`src/hdl/mtu_pkg.sv`:
```
// Package with register map, field layout and reset values of the modulo timer unit.
package mtu_pkg;
  localparam logic [3:0] MTU_OFF_STATUS_CONTROL = 4'h0;
  localparam logic [3:0] MTU_OFF_CLOCK_CONFIG   = 4'h4;
  localparam logic [3:0] MTU_OFF_CURRENT_COUNT  = 4'h8;
  localparam logic [3:0] MTU_OFF_WRAP_COMPARE   = 4'hC;
  localparam int MTU_BIT_OVERFLOW_FLAG   = 7;
  localparam int MTU_BIT_OVERFLOW_IRQ_EN = 6;
  localparam int MTU_BIT_COUNTER_RESET   = 5;
  localparam int MTU_BIT_COUNTER_STOP    = 4;
  localparam int MTU_POS_SOURCE_SELECT   = 4;
  localparam int MTU_POS_PRESCALE_SELECT = 0;
  localparam logic [7:0] MTU_RST_COUNT     = 8'h00;
  localparam logic [7:0] MTU_RST_COMPARE   = 8'h00;
  localparam logic [1:0] MTU_RST_SOURCE    = 2'h0;
  localparam logic [3:0] MTU_RST_PRESCALE  = 4'h0;
  localparam logic       MTU_RST_STOP      = 1'b1;
  localparam logic [3:0] MTU_PRESCALE_MAX  = 4'h8;
  localparam logic [1:0] MTU_SRC_BUS       = 2'h0;
  localparam logic [1:0] MTU_SRC_FIXED     = 2'h1;
  localparam logic [1:0] MTU_SRC_PIN_FALL  = 2'h2;
  localparam logic [1:0] MTU_SRC_PIN_RISE  = 2'h3;
  localparam logic [1:0] MTU_RESP_OKAY     = 2'h0;
  localparam logic [1:0] MTU_RESP_SLVERR   = 2'h2;
  typedef enum logic [1:0] {
    MTU_ST_STOPPED = 2'b00,
    MTU_ST_FREE    = 2'b01,
    MTU_ST_MODULO  = 2'b11
  } mtu_mode_e;
endpackage

```
`src/hdl/mtu_edge_sync.sv`:
```
// Three-stage synchroniser with agreement-based edge detector for one external pin.
`timescale 1ns/1ps
module mtu_edge_sync
  import mtu_pkg::*;
(
  input  wire logic aclk,     // Bus clock.
  input  wire logic aresetn,  // Synchronous reset, active low.
  input  wire logic pin,      // Asynchronous pin input.
  output logic      rise,     // One-cycle pulse on a settled rising edge.
  output logic      fall      // One-cycle pulse on a settled falling edge.
);
  logic s1_q;
  logic s2_q;
  logic s3_q;
  logic level_q;
  logic agree;
  logic changed;

  // The level only counts as changed once the second and third stages agree.
  assign agree   = (s2_q == s3_q);
  assign changed = agree && (s3_q != level_q);

  always_ff @(posedge aclk) begin
    if (!aresetn) begin
      s1_q    <= 1'b0;
      s2_q    <= 1'b0;
      s3_q    <= 1'b0;
      level_q <= 1'b0;
      rise    <= 1'b0;
      fall    <= 1'b0;
    end else begin
      s1_q    <= pin;
      s2_q    <= s1_q;
      s3_q    <= s2_q;
      if (changed) begin
        level_q <= s3_q;
      end
      rise    <= changed && s3_q;
      fall    <= changed && !s3_q;
    end
  end
endmodule

```
`src/hdl/mtu_top.sv`:
```
// Modulo timer unit: AXI4-Lite register file, clock source select, prescaler and 8-bit modulo counter.
// Functional notes
// - Count register read-only, reset to zero.
// - Compare register read/write; zero means free-running.
// - Compare write clears count and overflow flag.
// - Modes stopped, free-running, modulo; stopped after reset.
// - Reset: stopped, zero, bus clock, divide one.
// - Four sources: bus, fixed, pin fall, rise.
// - Source change keeps the count running.
// - Prescaler divides by one to 256.
// - Prescale change keeps the count running.
// - Count up to compare value, then wrap.
// - Overflow flag sets on compare-to-zero wrap.
// - Flag clear: read while set, write zero.
// - Overflow between read and write cancels clear.
// - Counter reset bit also clears the flag.
// - Interrupt request equals flag and enable.
// - Source codes 00 bus to 11 rising.
// - Codes above 1000 divide by 256.
// - Reset bit reads zero; stop bit holds count.
//
// Local design decisions: the AXI4-Lite register port and the register addresses.
`timescale 1ns/1ps
module mtu_top
  import mtu_pkg::*;
#(
  parameter int CNT_W = 8  // Counter and compare width.
)(
  input  wire logic        aclk,                // Bus clock, 200 MHz.
  input  wire logic        aresetn,             // Synchronous reset, active low.
  input  wire logic [3:0]  s_axi_awaddr,        // Write address.
  input  wire logic        s_axi_awvalid,       // Write address valid.
  output logic             s_axi_awready,       // Write address ready.
  input  wire logic [31:0] s_axi_wdata,         // Write data.
  input  wire logic [3:0]  s_axi_wstrb,         // Write byte strobes.
  input  wire logic        s_axi_wvalid,        // Write data valid.
  output logic             s_axi_wready,        // Write data ready.
  output logic [1:0]       s_axi_bresp,         // Write response.
  output logic             s_axi_bvalid,        // Write response valid.
  input  wire logic        s_axi_bready,        // Write response ready.
  input  wire logic [3:0]  s_axi_araddr,        // Read address.
  input  wire logic        s_axi_arvalid,       // Read address valid.
  output logic             s_axi_arready,       // Read address ready.
  output logic [31:0]      s_axi_rdata,         // Read data.
  output logic [1:0]       s_axi_rresp,         // Read response.
  output logic             s_axi_rvalid,        // Read data valid.
  input  wire logic        s_axi_rready,        // Read data ready.
  input  wire logic        fixed_freq_clock,    // Fixed-frequency clock, asynchronous.
  input  wire logic        external_clock_pin,  // External clock pin, asynchronous.
  output logic             overflow_irq         // Overflow interrupt request, active high.
);
  ////////////////////////////////////////////////////////////////////////////
  // Register state.
  logic [CNT_W-1:0] count_q;
  logic [CNT_W-1:0] count_d;
  logic [CNT_W-1:0] compare_q;
  logic             flag_q;
  logic             flag_d;
  logic             armed_q;
  logic             armed_d;
  logic             irq_en_q;
  logic             stop_q;
  logic [1:0]       source_q;
  logic [3:0]       prescale_q;
  logic [7:0]       div_q;
  logic [7:0]       div_d;
  mtu_mode_e        mode;

  ////////////////////////////////////////////////////////////////////////////
  // AXI4-Lite write channel: address and data are latched independently.
  logic        aw_have_q;
  logic [3:0]  aw_addr_q;
  logic        w_have_q;
  logic [31:0] w_data_q;
  logic [3:0]  w_strb_q;
  logic        wr_fire;
  logic        wr_lane0;
  logic        wr_sc;
  logic        wr_clk;
  logic        wr_cmp;
  logic        wr_known;

  assign s_axi_awready = !aw_have_q && !s_axi_bvalid;
  assign s_axi_wready  = !w_have_q && !s_axi_bvalid;
  assign wr_fire       = aw_have_q && w_have_q && !s_axi_bvalid;
  assign wr_lane0      = wr_fire && w_strb_q[0];
  assign wr_known      = (aw_addr_q == MTU_OFF_STATUS_CONTROL) || (aw_addr_q == MTU_OFF_CLOCK_CONFIG)
                      || (aw_addr_q == MTU_OFF_CURRENT_COUNT) || (aw_addr_q == MTU_OFF_WRAP_COMPARE);
  assign wr_sc         = wr_lane0 && (aw_addr_q == MTU_OFF_STATUS_CONTROL);
  assign wr_clk        = wr_lane0 && (aw_addr_q == MTU_OFF_CLOCK_CONFIG);
  assign wr_cmp        = wr_lane0 && (aw_addr_q == MTU_OFF_WRAP_COMPARE);

  always_ff @(posedge aclk) begin
    if (!aresetn) begin
      aw_have_q <= 1'b0;
      aw_addr_q <= 4'h0;
    end else if (wr_fire) begin
      aw_have_q <= 1'b0;
    end else if (s_axi_awvalid && s_axi_awready) begin
      aw_have_q <= 1'b1;
      aw_addr_q <= {s_axi_awaddr[3:2], 2'b00};
    end
  end

  always_ff @(posedge aclk) begin
    if (!aresetn) begin
      w_have_q <= 1'b0;
      w_data_q <= 32'h0000_0000;
      w_strb_q <= 4'h0;
    end else if (wr_fire) begin
      w_have_q <= 1'b0;
    end else if (s_axi_wvalid && s_axi_wready) begin
      w_have_q <= 1'b1;
      w_data_q <= s_axi_wdata;
      w_strb_q <= s_axi_wstrb;
    end
  end

  always_ff @(posedge aclk) begin
    if (!aresetn) begin
      s_axi_bvalid <= 1'b0;
      s_axi_bresp  <= MTU_RESP_OKAY;
    end else if (wr_fire) begin
      s_axi_bvalid <= 1'b1;
      s_axi_bresp  <= wr_known ? MTU_RESP_OKAY : MTU_RESP_SLVERR;
    end else if (s_axi_bvalid && s_axi_bready) begin
      s_axi_bvalid <= 1'b0;
    end
  end

  ////////////////////////////////////////////////////////////////////////////
  // AXI4-Lite read channel.
  logic [3:0]  rd_addr;
  logic        rd_fire;
  logic [31:0] rd_word;
  logic        rd_known;
  logic        rd_sc;

  assign s_axi_arready = !s_axi_rvalid;
  assign rd_fire       = s_axi_arvalid && s_axi_arready;
  assign rd_addr       = {s_axi_araddr[3:2], 2'b00};
  assign rd_sc         = rd_fire && (rd_addr == MTU_OFF_STATUS_CONTROL);
  assign rd_known      = (rd_addr == MTU_OFF_STATUS_CONTROL) || (rd_addr == MTU_OFF_CLOCK_CONFIG)
                      || (rd_addr == MTU_OFF_CURRENT_COUNT) || (rd_addr == MTU_OFF_WRAP_COMPARE);
  // The counter reset bit is write-only and always reads zero; low nibble unused.
  assign rd_word = (rd_addr == MTU_OFF_STATUS_CONTROL) ? {24'h0, flag_q, irq_en_q, 1'b0, stop_q, 4'h0}
                 : (rd_addr == MTU_OFF_CLOCK_CONFIG)   ? {24'h0, 2'b00, source_q, prescale_q}
                 : (rd_addr == MTU_OFF_CURRENT_COUNT)  ? {{(32-CNT_W){1'b0}}, count_q}
                 : (rd_addr == MTU_OFF_WRAP_COMPARE)   ? {{(32-CNT_W){1'b0}}, compare_q}
                 : 32'h0000_0000;

  always_ff @(posedge aclk) begin
    if (!aresetn) begin
      s_axi_rvalid <= 1'b0;
      s_axi_rdata  <= 32'h0000_0000;
      s_axi_rresp  <= MTU_RESP_OKAY;
    end else if (rd_fire) begin
      s_axi_rvalid <= 1'b1;
      s_axi_rdata  <= rd_word;
      s_axi_rresp  <= rd_known ? MTU_RESP_OKAY : MTU_RESP_SLVERR;
    end else if (s_axi_rready) begin
      s_axi_rvalid <= 1'b0;
    end
  end

  ////////////////////////////////////////////////////////////////////////////
  // Clock sources: both asynchronous inputs become single-cycle enables.
  logic fixed_rise;
  logic pin_rise;
  logic pin_fall;
  logic src_tick;

  mtu_edge_sync u_fixed_sync (
    .aclk    (aclk),
    .aresetn (aresetn),
    .pin     (fixed_freq_clock),
    .rise    (fixed_rise),
    .fall    ()
  );

  mtu_edge_sync u_pin_sync (
    .aclk    (aclk),
    .aresetn (aresetn),
    .pin     (external_clock_pin),
    .rise    (pin_rise),
    .fall    (pin_fall)
  );

  // Selection is a plain mux, so a change neither clears the count nor the prescaler.
  assign src_tick = (source_q == MTU_SRC_BUS)      ? 1'b1
                  : (source_q == MTU_SRC_FIXED)    ? fixed_rise
                  : (source_q == MTU_SRC_PIN_FALL) ? pin_fall
                  : pin_rise;

  ////////////////////////////////////////////////////////////////////////////
  // Prescaler: a binary count of source ticks, held while stopped, tapped by the select code.
  logic [3:0] prescale_eff;
  logic [8:0] tap_mask;
  logic       count_en;

  assign prescale_eff = (prescale_q > MTU_PRESCALE_MAX) ? MTU_PRESCALE_MAX : prescale_q;
  // Divide by 2^n: the enable fires when the low n divider bits are all ones.
  // The divider is not cleared on a select change, so the first period at a new rate may be short.
  assign tap_mask = 9'((9'h001 << prescale_eff) - 9'h001);
  assign count_en = src_tick && !stop_q && ((div_q & tap_mask[7:0]) == tap_mask[7:0])
                 && (prescale_eff != MTU_PRESCALE_MAX || div_q == 8'hFF);
  assign div_d    = (src_tick && !stop_q) ? 8'(div_q + 8'h01) : div_q;

  ////////////////////////////////////////////////////////////////////////////
  // Counter, overflow flag and its two-step clear.
  logic wrap;
  logic count_clear_wr;
  logic flag_wr_zero;
  logic compare_zero;

  assign compare_zero = (compare_q == CNT_W'(MTU_RST_COMPARE));
  // Gray order along the usual path: stopped, then free-running, then modulo once a compare is set.
  always_comb begin
    case ({stop_q, compare_zero})
      2'b01:   mode = MTU_ST_FREE;
      2'b00:   mode = MTU_ST_MODULO;
      default: mode = MTU_ST_STOPPED;
    endcase
  end
  // In free-running mode the compare of zero means wrap after the top value.
  assign wrap = count_en && (count_q == ((mode == MTU_ST_MODULO) ? compare_q : {CNT_W{1'b1}}));
  assign count_clear_wr = wr_sc && w_data_q[MTU_BIT_COUNTER_RESET];
  assign flag_wr_zero = wr_sc && !w_data_q[MTU_BIT_OVERFLOW_FLAG] && armed_q;

  always_comb begin
    count_d = count_q;
    if (wr_cmp || count_clear_wr) begin
      count_d = CNT_W'(MTU_RST_COUNT);
    end else if (wrap) begin
      count_d = CNT_W'(MTU_RST_COUNT);
    end else if (count_en) begin
      count_d = count_q + 1'b1;
    end
  end

  always_comb begin
    flag_d  = flag_q;
    armed_d = armed_q;
    if (rd_sc && flag_q) begin
      armed_d = 1'b1;
    end
    if (flag_wr_zero || wr_cmp || count_clear_wr) begin
      flag_d  = 1'b0;
      armed_d = 1'b0;
    end
    // A new wrap wins over any clear and disarms a pending read-then-write.
    if (wrap) begin
      flag_d  = 1'b1;
      armed_d = 1'b0;
    end
  end

  always_ff @(posedge aclk) begin
    if (!aresetn) begin
      count_q <= CNT_W'(MTU_RST_COUNT);
      flag_q  <= 1'b0;
      armed_q <= 1'b0;
      div_q   <= 8'h00;
    end else begin
      count_q <= count_d;
      flag_q  <= flag_d;
      armed_q <= armed_d;
      div_q   <= div_d;
    end
  end

  always_ff @(posedge aclk) begin
    if (!aresetn) begin
      compare_q <= CNT_W'(MTU_RST_COMPARE);
    end else if (wr_cmp) begin
      compare_q <= w_data_q[CNT_W-1:0];
    end
  end

  always_ff @(posedge aclk) begin
    if (!aresetn) begin
      irq_en_q <= 1'b0;
      stop_q   <= MTU_RST_STOP;
    end else if (wr_sc) begin
      irq_en_q <= w_data_q[MTU_BIT_OVERFLOW_IRQ_EN];
      stop_q   <= w_data_q[MTU_BIT_COUNTER_STOP];
    end
  end

  always_ff @(posedge aclk) begin
    if (!aresetn) begin
      source_q   <= MTU_RST_SOURCE;
      prescale_q <= MTU_RST_PRESCALE;
    end else if (wr_clk) begin
      source_q   <= w_data_q[MTU_POS_SOURCE_SELECT +: 2];
      prescale_q <= w_data_q[MTU_POS_PRESCALE_SELECT +: 4];
    end
  end

  // Level request; software is expected to clear the flag before enabling.
  assign overflow_irq = flag_q && irq_en_q;
endmodule

```
`config.mk`:
```
export PLATFORM = sky130hd
export DESIGN_NAME = mtu_top
export DESIGN_NICKNAME = d
export VERILOG_FILES = /design/src/hdl/mtu_pkg.sv /design/src/hdl/mtu_edge_sync.sv /design/src/hdl/mtu_top.sv
export SDC_FILE = /design/constraint.sdc
export NUM_CORES = 1
export LEC_CHECK = 0
export BUFFER_PORTS_ARGS = -buffer_cell sky130_fd_sc_hd__buf_2
export CORE_ASPECT_RATIO = 0.8
export CORE_MARGIN = 5
export CORE_UTILIZATION = 53
export DETAILED_ROUTE_END_ITERATION = 8
export PLACE_DENSITY = 0.9
export REMOVE_ABC_BUFFERS = 1
export SYNTH_ARGS = -nofsm -noshare
export SYNTH_HDL_FRONTEND = slang
export SYNTH_SLANG_ARGS = --single-unit
```
`constraint.sdc`:
```
create_clock -name aclk -period 4 [get_ports aclk]
set_input_delay 0.6 -clock aclk [delete_from_list [all_inputs] [get_ports aclk]]
set_output_delay 0.6 -clock aclk [all_outputs]
set_load 0.05 [all_outputs]
```
* Word level (Yosys, flattened, before mapping)
Cells that the tools add are included.
** Word-level totals
- Register bits :: 96
- Input port bits :: 53
- Output and inout bits :: 42
- Logic and storage cells :: 131
** Operators by class
- Add/subtract/negate cells :: 3
- Magnitude comparators :: 1
- Equal/unequal tests :: 18
- Shift operators :: 1
- Muxes and demuxes :: 18
- Bitwise logic cells :: 3
- Reduce and logical (&&, ||, !) cells :: 57
** Operators by type and width (count)
- 8-bit 2-to-1 mux :: 5
- 1-bit logical AND :: 27
- 8-bit by 1-bit adder with 8-bit output, second input constant :: 2
- 8-bit == test :: 2
- 2-bit == test, second input constant :: 6
- 1-bit logical OR :: 10
- 1-bit 2-to-1 mux :: 9
- 8-bit bitwise AND :: 1
- 2-bit by 1-bit == test with 1-bit output, second input constant :: 4
- 8-bit == test, second input constant :: 1
- 4-bit zero test :: 2
- 8-bit zero test :: 1
- 1-bit by 4-bit left shift with 8-bit output, first input constant :: 1
- 8-bit by 1-bit subtractor with 8-bit output, second input constant :: 1
- 1-bit zero test :: 7
- 2-bit nonzero test :: 3
- 3-bit OR reduction :: 2
- 4-bit > comparator, second input constant :: 1
- 2-bit zero test :: 2
- 2-bit 2-to-1 mux :: 2
- 4-bit 2-to-1 mux :: 1
- 4-bit inequality test, second input constant :: 1
- 2-bit one-hot mux with 2 select lines :: 1
- 2-bit AND reduction :: 2
- 4 further kinds :: 7

* Logic depth before layout (Yosys ltp)
- Depth after elaboration :: 10
- Gate-level depth with buffers :: 11
- Mapped depth without buffers :: 9

* By module
A second synthesis with hierarchy kept.
** Unflattened totals
- Cell total of the unflattened synthesis :: 404
- Area total of the unflattened synthesis :: 3666.0 um2
** Modules (own cells, without submodules)
- mtu_top :: times used 1, cells each 374, area an instance 3315.7 um2, seq. area each 1181.1 um2
- mtu_edge_sync :: times used 2, cells each 15, area an instance 175.2 um2, seq. area each 120.1 um2

* Least setup slack after synthesis
No wires, ideal clock.
- Kind :: register -> register
- Start :: reg prescale_q[2]
- End :: reg count_q[6]
- Setup time :: 0.087 ns
- Arrival :: 2.707 ns
- Required time :: 3.913 ns
- Setup slack :: 1.206 ns
- Stages on the path, launching flop included :: 11
- Buffers on the path :: 2
- Period minus slack after synthesis :: 2.794 ns
- Cells stage by stage :: dfxtp_1 > buf_6 > or4_4 > ha_1 > nor4b_1 > nor2_1 > o2111ai_1 > or3_1 > buf_2 > or4_1 > a211oi_1
** On the way
- Longest elaborated chain between the ends :: 10
- Elaborated cells between the ends (all ways) :: 12
- Classes of those cells :: 1 x add/sub; 1 x order compare; 2 x eq/ne; 1 x shift; 1 x mux; 1 x bitwise; 5 x reduce/logical
** RTL lines
- start, declared :: RTL line mtu_top.sv:64 : logic [3:0] prescale_q;
- start signal, assigned :: RTL line mtu_top.sv:296 : prescale_q <= w_data_q[MTU_POS_PRESCALE_SELECT +: 4];
- 4-bit > comparator :: RTL line mtu_top.sv:201 : assign prescale_eff = (prescale_q > MTU_PRESCALE_MAX) ? MTU_PRESCALE_MAX : prescale_q;
- 4-bit 2-to-1 mux * :: RTL line mtu_top.sv:201
- 1-bit by 4-bit left shift with 8-bit output :: RTL line mtu_top.sv:204 : assign tap_mask = 9'((9'h001 << prescale_eff) - 9'h001);
- 8-bit by 1-bit subtractor with 8-bit output :: RTL line mtu_top.sv:204
- 8-bit bitwise AND :: RTL line mtu_top.sv:205 : assign count_en = src_tick && !stop_q && ((div_q & tap_mask[7:0]) == tap_mask[7:0])
- 8-bit == test :: RTL line mtu_top.sv:205
- 1-bit logical AND :: RTL line mtu_top.sv:205
- 1-bit logical AND * :: RTL line mtu_top.sv:206 : && (prescale_eff != MTU_PRESCALE_MAX || div_q == 8'hFF);
- 1-bit logical AND :: RTL line mtu_top.sv:226 : assign wrap = count_en && (count_q == ((mode == MTU_ST_MODULO) ? compare_q : {CNT_W{1'b1}}));
- 3-bit OR reduction (no source line)
- end signal, assigned :: RTL line mtu_top.sv:260 : count_q <= CNT_W'(MTU_RST_COUNT);
- end signal, assigned :: RTL line mtu_top.sv:265 : count_q <= count_d;
- end, declared :: RTL line mtu_top.sv:54 : logic [CNT_W-1:0] count_q;
Every way passes the cells marked *; elsewhere a longest branch is shown, timed or not.
A chain may end at the register's enable or synchronous reset.

* Worst setup path after layout
- Start :: reg prescale_q[0]
- End :: reg flag_q
** On the way
- Longest elaborated chain between the ends :: 10
- Elaborated cells between the ends (all ways) :: 13
- Classes of those cells :: 1 x add/sub; 1 x order compare; 2 x eq/ne; 1 x shift; 2 x mux; 1 x bitwise; 5 x reduce/logical
** RTL lines
- 4-bit > comparator :: RTL line mtu_top.sv:201
- 4-bit 2-to-1 mux * :: RTL line mtu_top.sv:201
- 1-bit by 4-bit left shift with 8-bit output :: RTL line mtu_top.sv:204
- 8-bit by 1-bit subtractor with 8-bit output :: RTL line mtu_top.sv:204
- 8-bit bitwise AND :: RTL line mtu_top.sv:205
- 8-bit == test :: RTL line mtu_top.sv:205
- 1-bit logical AND :: RTL line mtu_top.sv:205
- 1-bit logical AND * :: RTL line mtu_top.sv:206
- 1-bit logical AND * :: RTL line mtu_top.sv:226
- 1-bit 2-to-1 mux / 2-bit nonzero test (equally long branches)
- end signal, assigned :: RTL line mtu_top.sv:266 : flag_q <= flag_d;
- end, declared :: RTL line mtu_top.sv:57 : logic flag_q;
Marks and branches as above.

==> results.txt <==
- Async S/R FF share, synth: 0
- Entering global routing, the biggest net connects 60 pins.
- WHS: ~0.43 ns
- For this run the aggregate overflow at the end of global routing stands at 0.
- The hold violation total from the final report came to 0.
* Post-synthesis cell count: 399
- Number of antenna violations at the first check in global routing: 0
- Peak fanout along the critical path: 9
* Leakage: roughly 1.6 nW
- FF-to-FF setup slack: roughly 0.75 ns
* RePlAce Congestion: 0.960
* Number of antenna repair diodes: 0
- In the finished design, the share of the clock period the worst path needs comes to 0.812.
- The H-tree generated during clock tree synthesis spans 3 levels.
* Number of fill cells in the layout: between 500 and 600
- The number of cells on the worst reg-to-reg path is 8.
* Source-to-sink clock delay at the later pin of the worst-skew pair: 0.35 ns
- After synthesis, the netlist uses 54 different library cells.
* Beginning of the worst register-to-register path: prescale_q[0]
- Synthesized cell area: between 0.003 and 0.004 mm^2
- CTS root buffer: clkbuf_8
- Share of layout cells above drive strength 1: 0.150
- Clock tree synthesis inserted a total of 9 buffers.
- After legalization and detailed placement, the total HPWL measured roughly 5.3 mm.
- Dominant synthesized flop cell: dfxtp_1
- First-pass GRT wire length: 12.5 mm
- Hold Path Depth: 2
- The number of hold buffers added after CTS was 0.
* Unrepaired setup endpoints after global routing: false
- Area after detailed placement: about 0.0036 mm^2
* Power per Cell Area: roughly 400 mW/mm^2
* DR DRC count: 0
- Across the whole layout, storage elements account for about 0.0014 mm^2.
- Summing all multi-input logic gate instances after layout gives around 0.0019 mm^2.
- For hold timing, the worst endpoint is s_axi_rresp[1].
- In the routed layout, each cell is associated on average with a via count of between 5 and 6.
- Synthesis-to-layout area growth: 9.27%
- Clock edge transition at the registers on the reported setup and hold paths: 0.08 ns
- In this run the post-CTS setup repair buffer count came out at 0.
- Max incr delay on CP: 0.80 ns
- Die height: roughly 83 um
- Max stage delay cell, worst path: nor3_1
* CTS Sinks: 70
- For this configuration, the core starts out at a cell density of 0.549.
* Setup TNS Final: 0 ns
* Data required time at the worst endpoint: between 4 and 5 ns
* Routed len/inst: ~15 um
* CP Capture Type: flip-flop
- List of cells traversed by the critical path: or4_4, ha_1, nor4b_1, nor2_1, o2111ai_1, or3_1, nor3_1, o2bb2ai_1
- In this run the remaining antenna-violating nets after routing total 0.
- Clock Skew: between 0.01 and 0.015 ns
* Vias in the first global route: 2707
- All-Layer GR Usage: 0.185
- STA classifies the critical path startpoint as a flip-flop.
- Each instance of the synthesized netlist takes up on average about 8.9 um^2.
- At the end of the flow, the number of nets in the layout was around 480.
- Number of failing setup endpoints in the final timing report: 0
- TritonCTS built the clock tree.
* Capture instance of the worst register-to-register path: flag_q
- Resized cells post-CTS: 0
- Arrival time at the worst endpoint: roughly 3.5 ns
- The die covers about 0.0084 mm^2.
- Number of top-level pins: between 90 and 100
- The clock passes through at most 2 buffers.
- Shortest clock period the worst path allows after layout: approximately 3.2 ns
* Number of max-capacitance violations reported: 0
- The worst pin sits at a relative slew slack of 0.291.
- Violation count after the first detailed-routing iteration: approximately 190
* Critical path start-end classification: flip-flop to flip-flop
* Drt pass-1 iters: 4
* Max IR drop VDD: approximately 0.36 mV
- The core region is approximately 0.0064 mm^2.
- Count of input and output buffers: 37
- Num rows: 26
- Result of the run: complete, no violations
- Flops & latches, synth: 70
- Number of enable flip-flop cells after synthesis: 0
- Of the synthesized area, sequential elements account for 0.396.
* Count of vias placed by the detailed router: 2778
* Fmax achieved: 0.308 GHz
- Summing all non-filler instances in the final layout gives an area of 0.00386 mm^2.
- Routed Wire Length: about 7.5 mm
* Hold path start: s_axi_rresp[1]
- Number of pins with negative max-slew slack in the final report: 0
- The min-delay analysis places its worst path in the category flip-flop to flip-flop.
* Pin slew with the least headroom to its limit: ~1.1 ns
* YS warnings: 0
- Horizontal extent of the die: slightly above 100 um
==> cells in the final DEF, fill, tap and decap left out, types with 3 or more instances in the layout <==
cell / count
o21ai_0: 10
a22oi_1: 6
mux2_2: 6
ha_1: 3
dfxtp_1: 70
buf_2: 37
mux2i_1: 20
nor3_1: 10
nor2_1: 14
xor2_1: 4
o31ai_1: 5
or4_1: 4
clkbuf_8: 9
nand4_1: 6
xnor2_1: 8
o211ai_1: 5
nor2b_1: 25
conb_1: 26
o211a_1: 8
nor4_1: 5
or3_1: 5
a21boi_0: 15
a21oi_1: 10
and2_1: 16
nand3_1: 7
nand2_1: 51
a211oi_1: 3
inv_1: 7
==> Yosys cell counts, drive strengths merged, types with 7 or more instances <==
library cell,count,share of area
nand2,51,0.054
o21ai,10,0.014
buf,30,0.062
a21oi,10,0.014
nor2,14,0.015
xnor2,8,0.020
nand3,8,0.015
o211a,8,0.023
a21boi,15,0.032
nor3,10,0.014
inv,7,0.0074
dfxtp,70,0.40
and2,17,0.030
nor2b,25,0.044
mux2i,20,0.057
clkbuf,16,0.017
==> metrics by stage <==
| step | setup slack, ns | util | std cells | power [mW] |
|---|---|---|---|---|
| after floorplan | 1.23 | - | 378 | 0.873 |
| after global routing | 0.533 | 0.600 | 516 | 1.58 |
| final | 0.750 | 0.600 | 516 | 1.52 |
| after detailed placement | 0.814 | 0.567 | 500 | 0.916 |
| after global placement | 0.919 | 0.567 | 500 | 0.911 |
| after CTS | 0.738 | 0.600 | 516 | 1.53 |
==> worst max-delay path, delay by kind of cell (launching register included) <==
family          cells  cell delay [ns]
compound gates      2             0.40
fa+ha+maj           1             0.25
flops               1             0.39
simple gates        5             2.14
==> layout make-up <==
class / count / share of cell area
clock buffers: 11 / 0.0340
multi-input cells: 301 / 0.498
inverters: 7 / 0.00680
flip-flops and latches: 70 / 0.363
clock inverters: 5 / 0.0217
well taps: 84 / 0.0272
repair buffers: 38 / 0.0499
==> state kept, by name, indices dropped and copies added (netlist names), 2 cells and up <==
signal / flops
prescale_q: 4
count_q: 8
w_data_q: 8
compare_q: 8
aw_addr_q: 2
div_q: 8
s_axi_rdata: 8
source_q: 2
==> power by group <==
group,switching [mW],internal (mW)
clock network,0.269,0.353
registers,0.0148,0.716
logic,0.132,0.0385
==> per-layer routing <==
metal  part of all wire  track usage  up-vias
li1                   -            -     1403
met1               0.42        0.220     1298
met2               0.51        0.317       73
met3              0.067       0.0461        4
met4             0.0059       0.0688        0
met5                  0            0        -
==> cell families (layout without fill, tap and decap cells) <==
group,after synthesis,after routing,share of synthesized area
simple gates,158,158,0.238
compound gates,75,75,0.156
flops,70,70,0.396
buf+inv,53,61,0.0863
mux,27,27,0.0821
xor+xnor,12,12,0.0297
fa+ha+maj,3,3,0.0106
other cells,1,26,0.00106
==> worst max path at each step <==
stage | to | slack, ns | depth (start not counted) | startpoint
final | flag_q | 0.75 | 8 | prescale_q[0]
after detailed placement | count_q[4] | 0.81 | 8 | prescale_q[0]
after floorplan | count_q[6] | 1.23 | 8 | prescale_q[0]
after global placement | armed_q | 0.92 | 8 | prescale_q[0]
after global routing | armed_q | 0.53 | 8 | prescale_q[0]
after CTS | count_q[4] | 0.74 | 8 | prescale_q[0]
(Power assumes the default switching activity.)
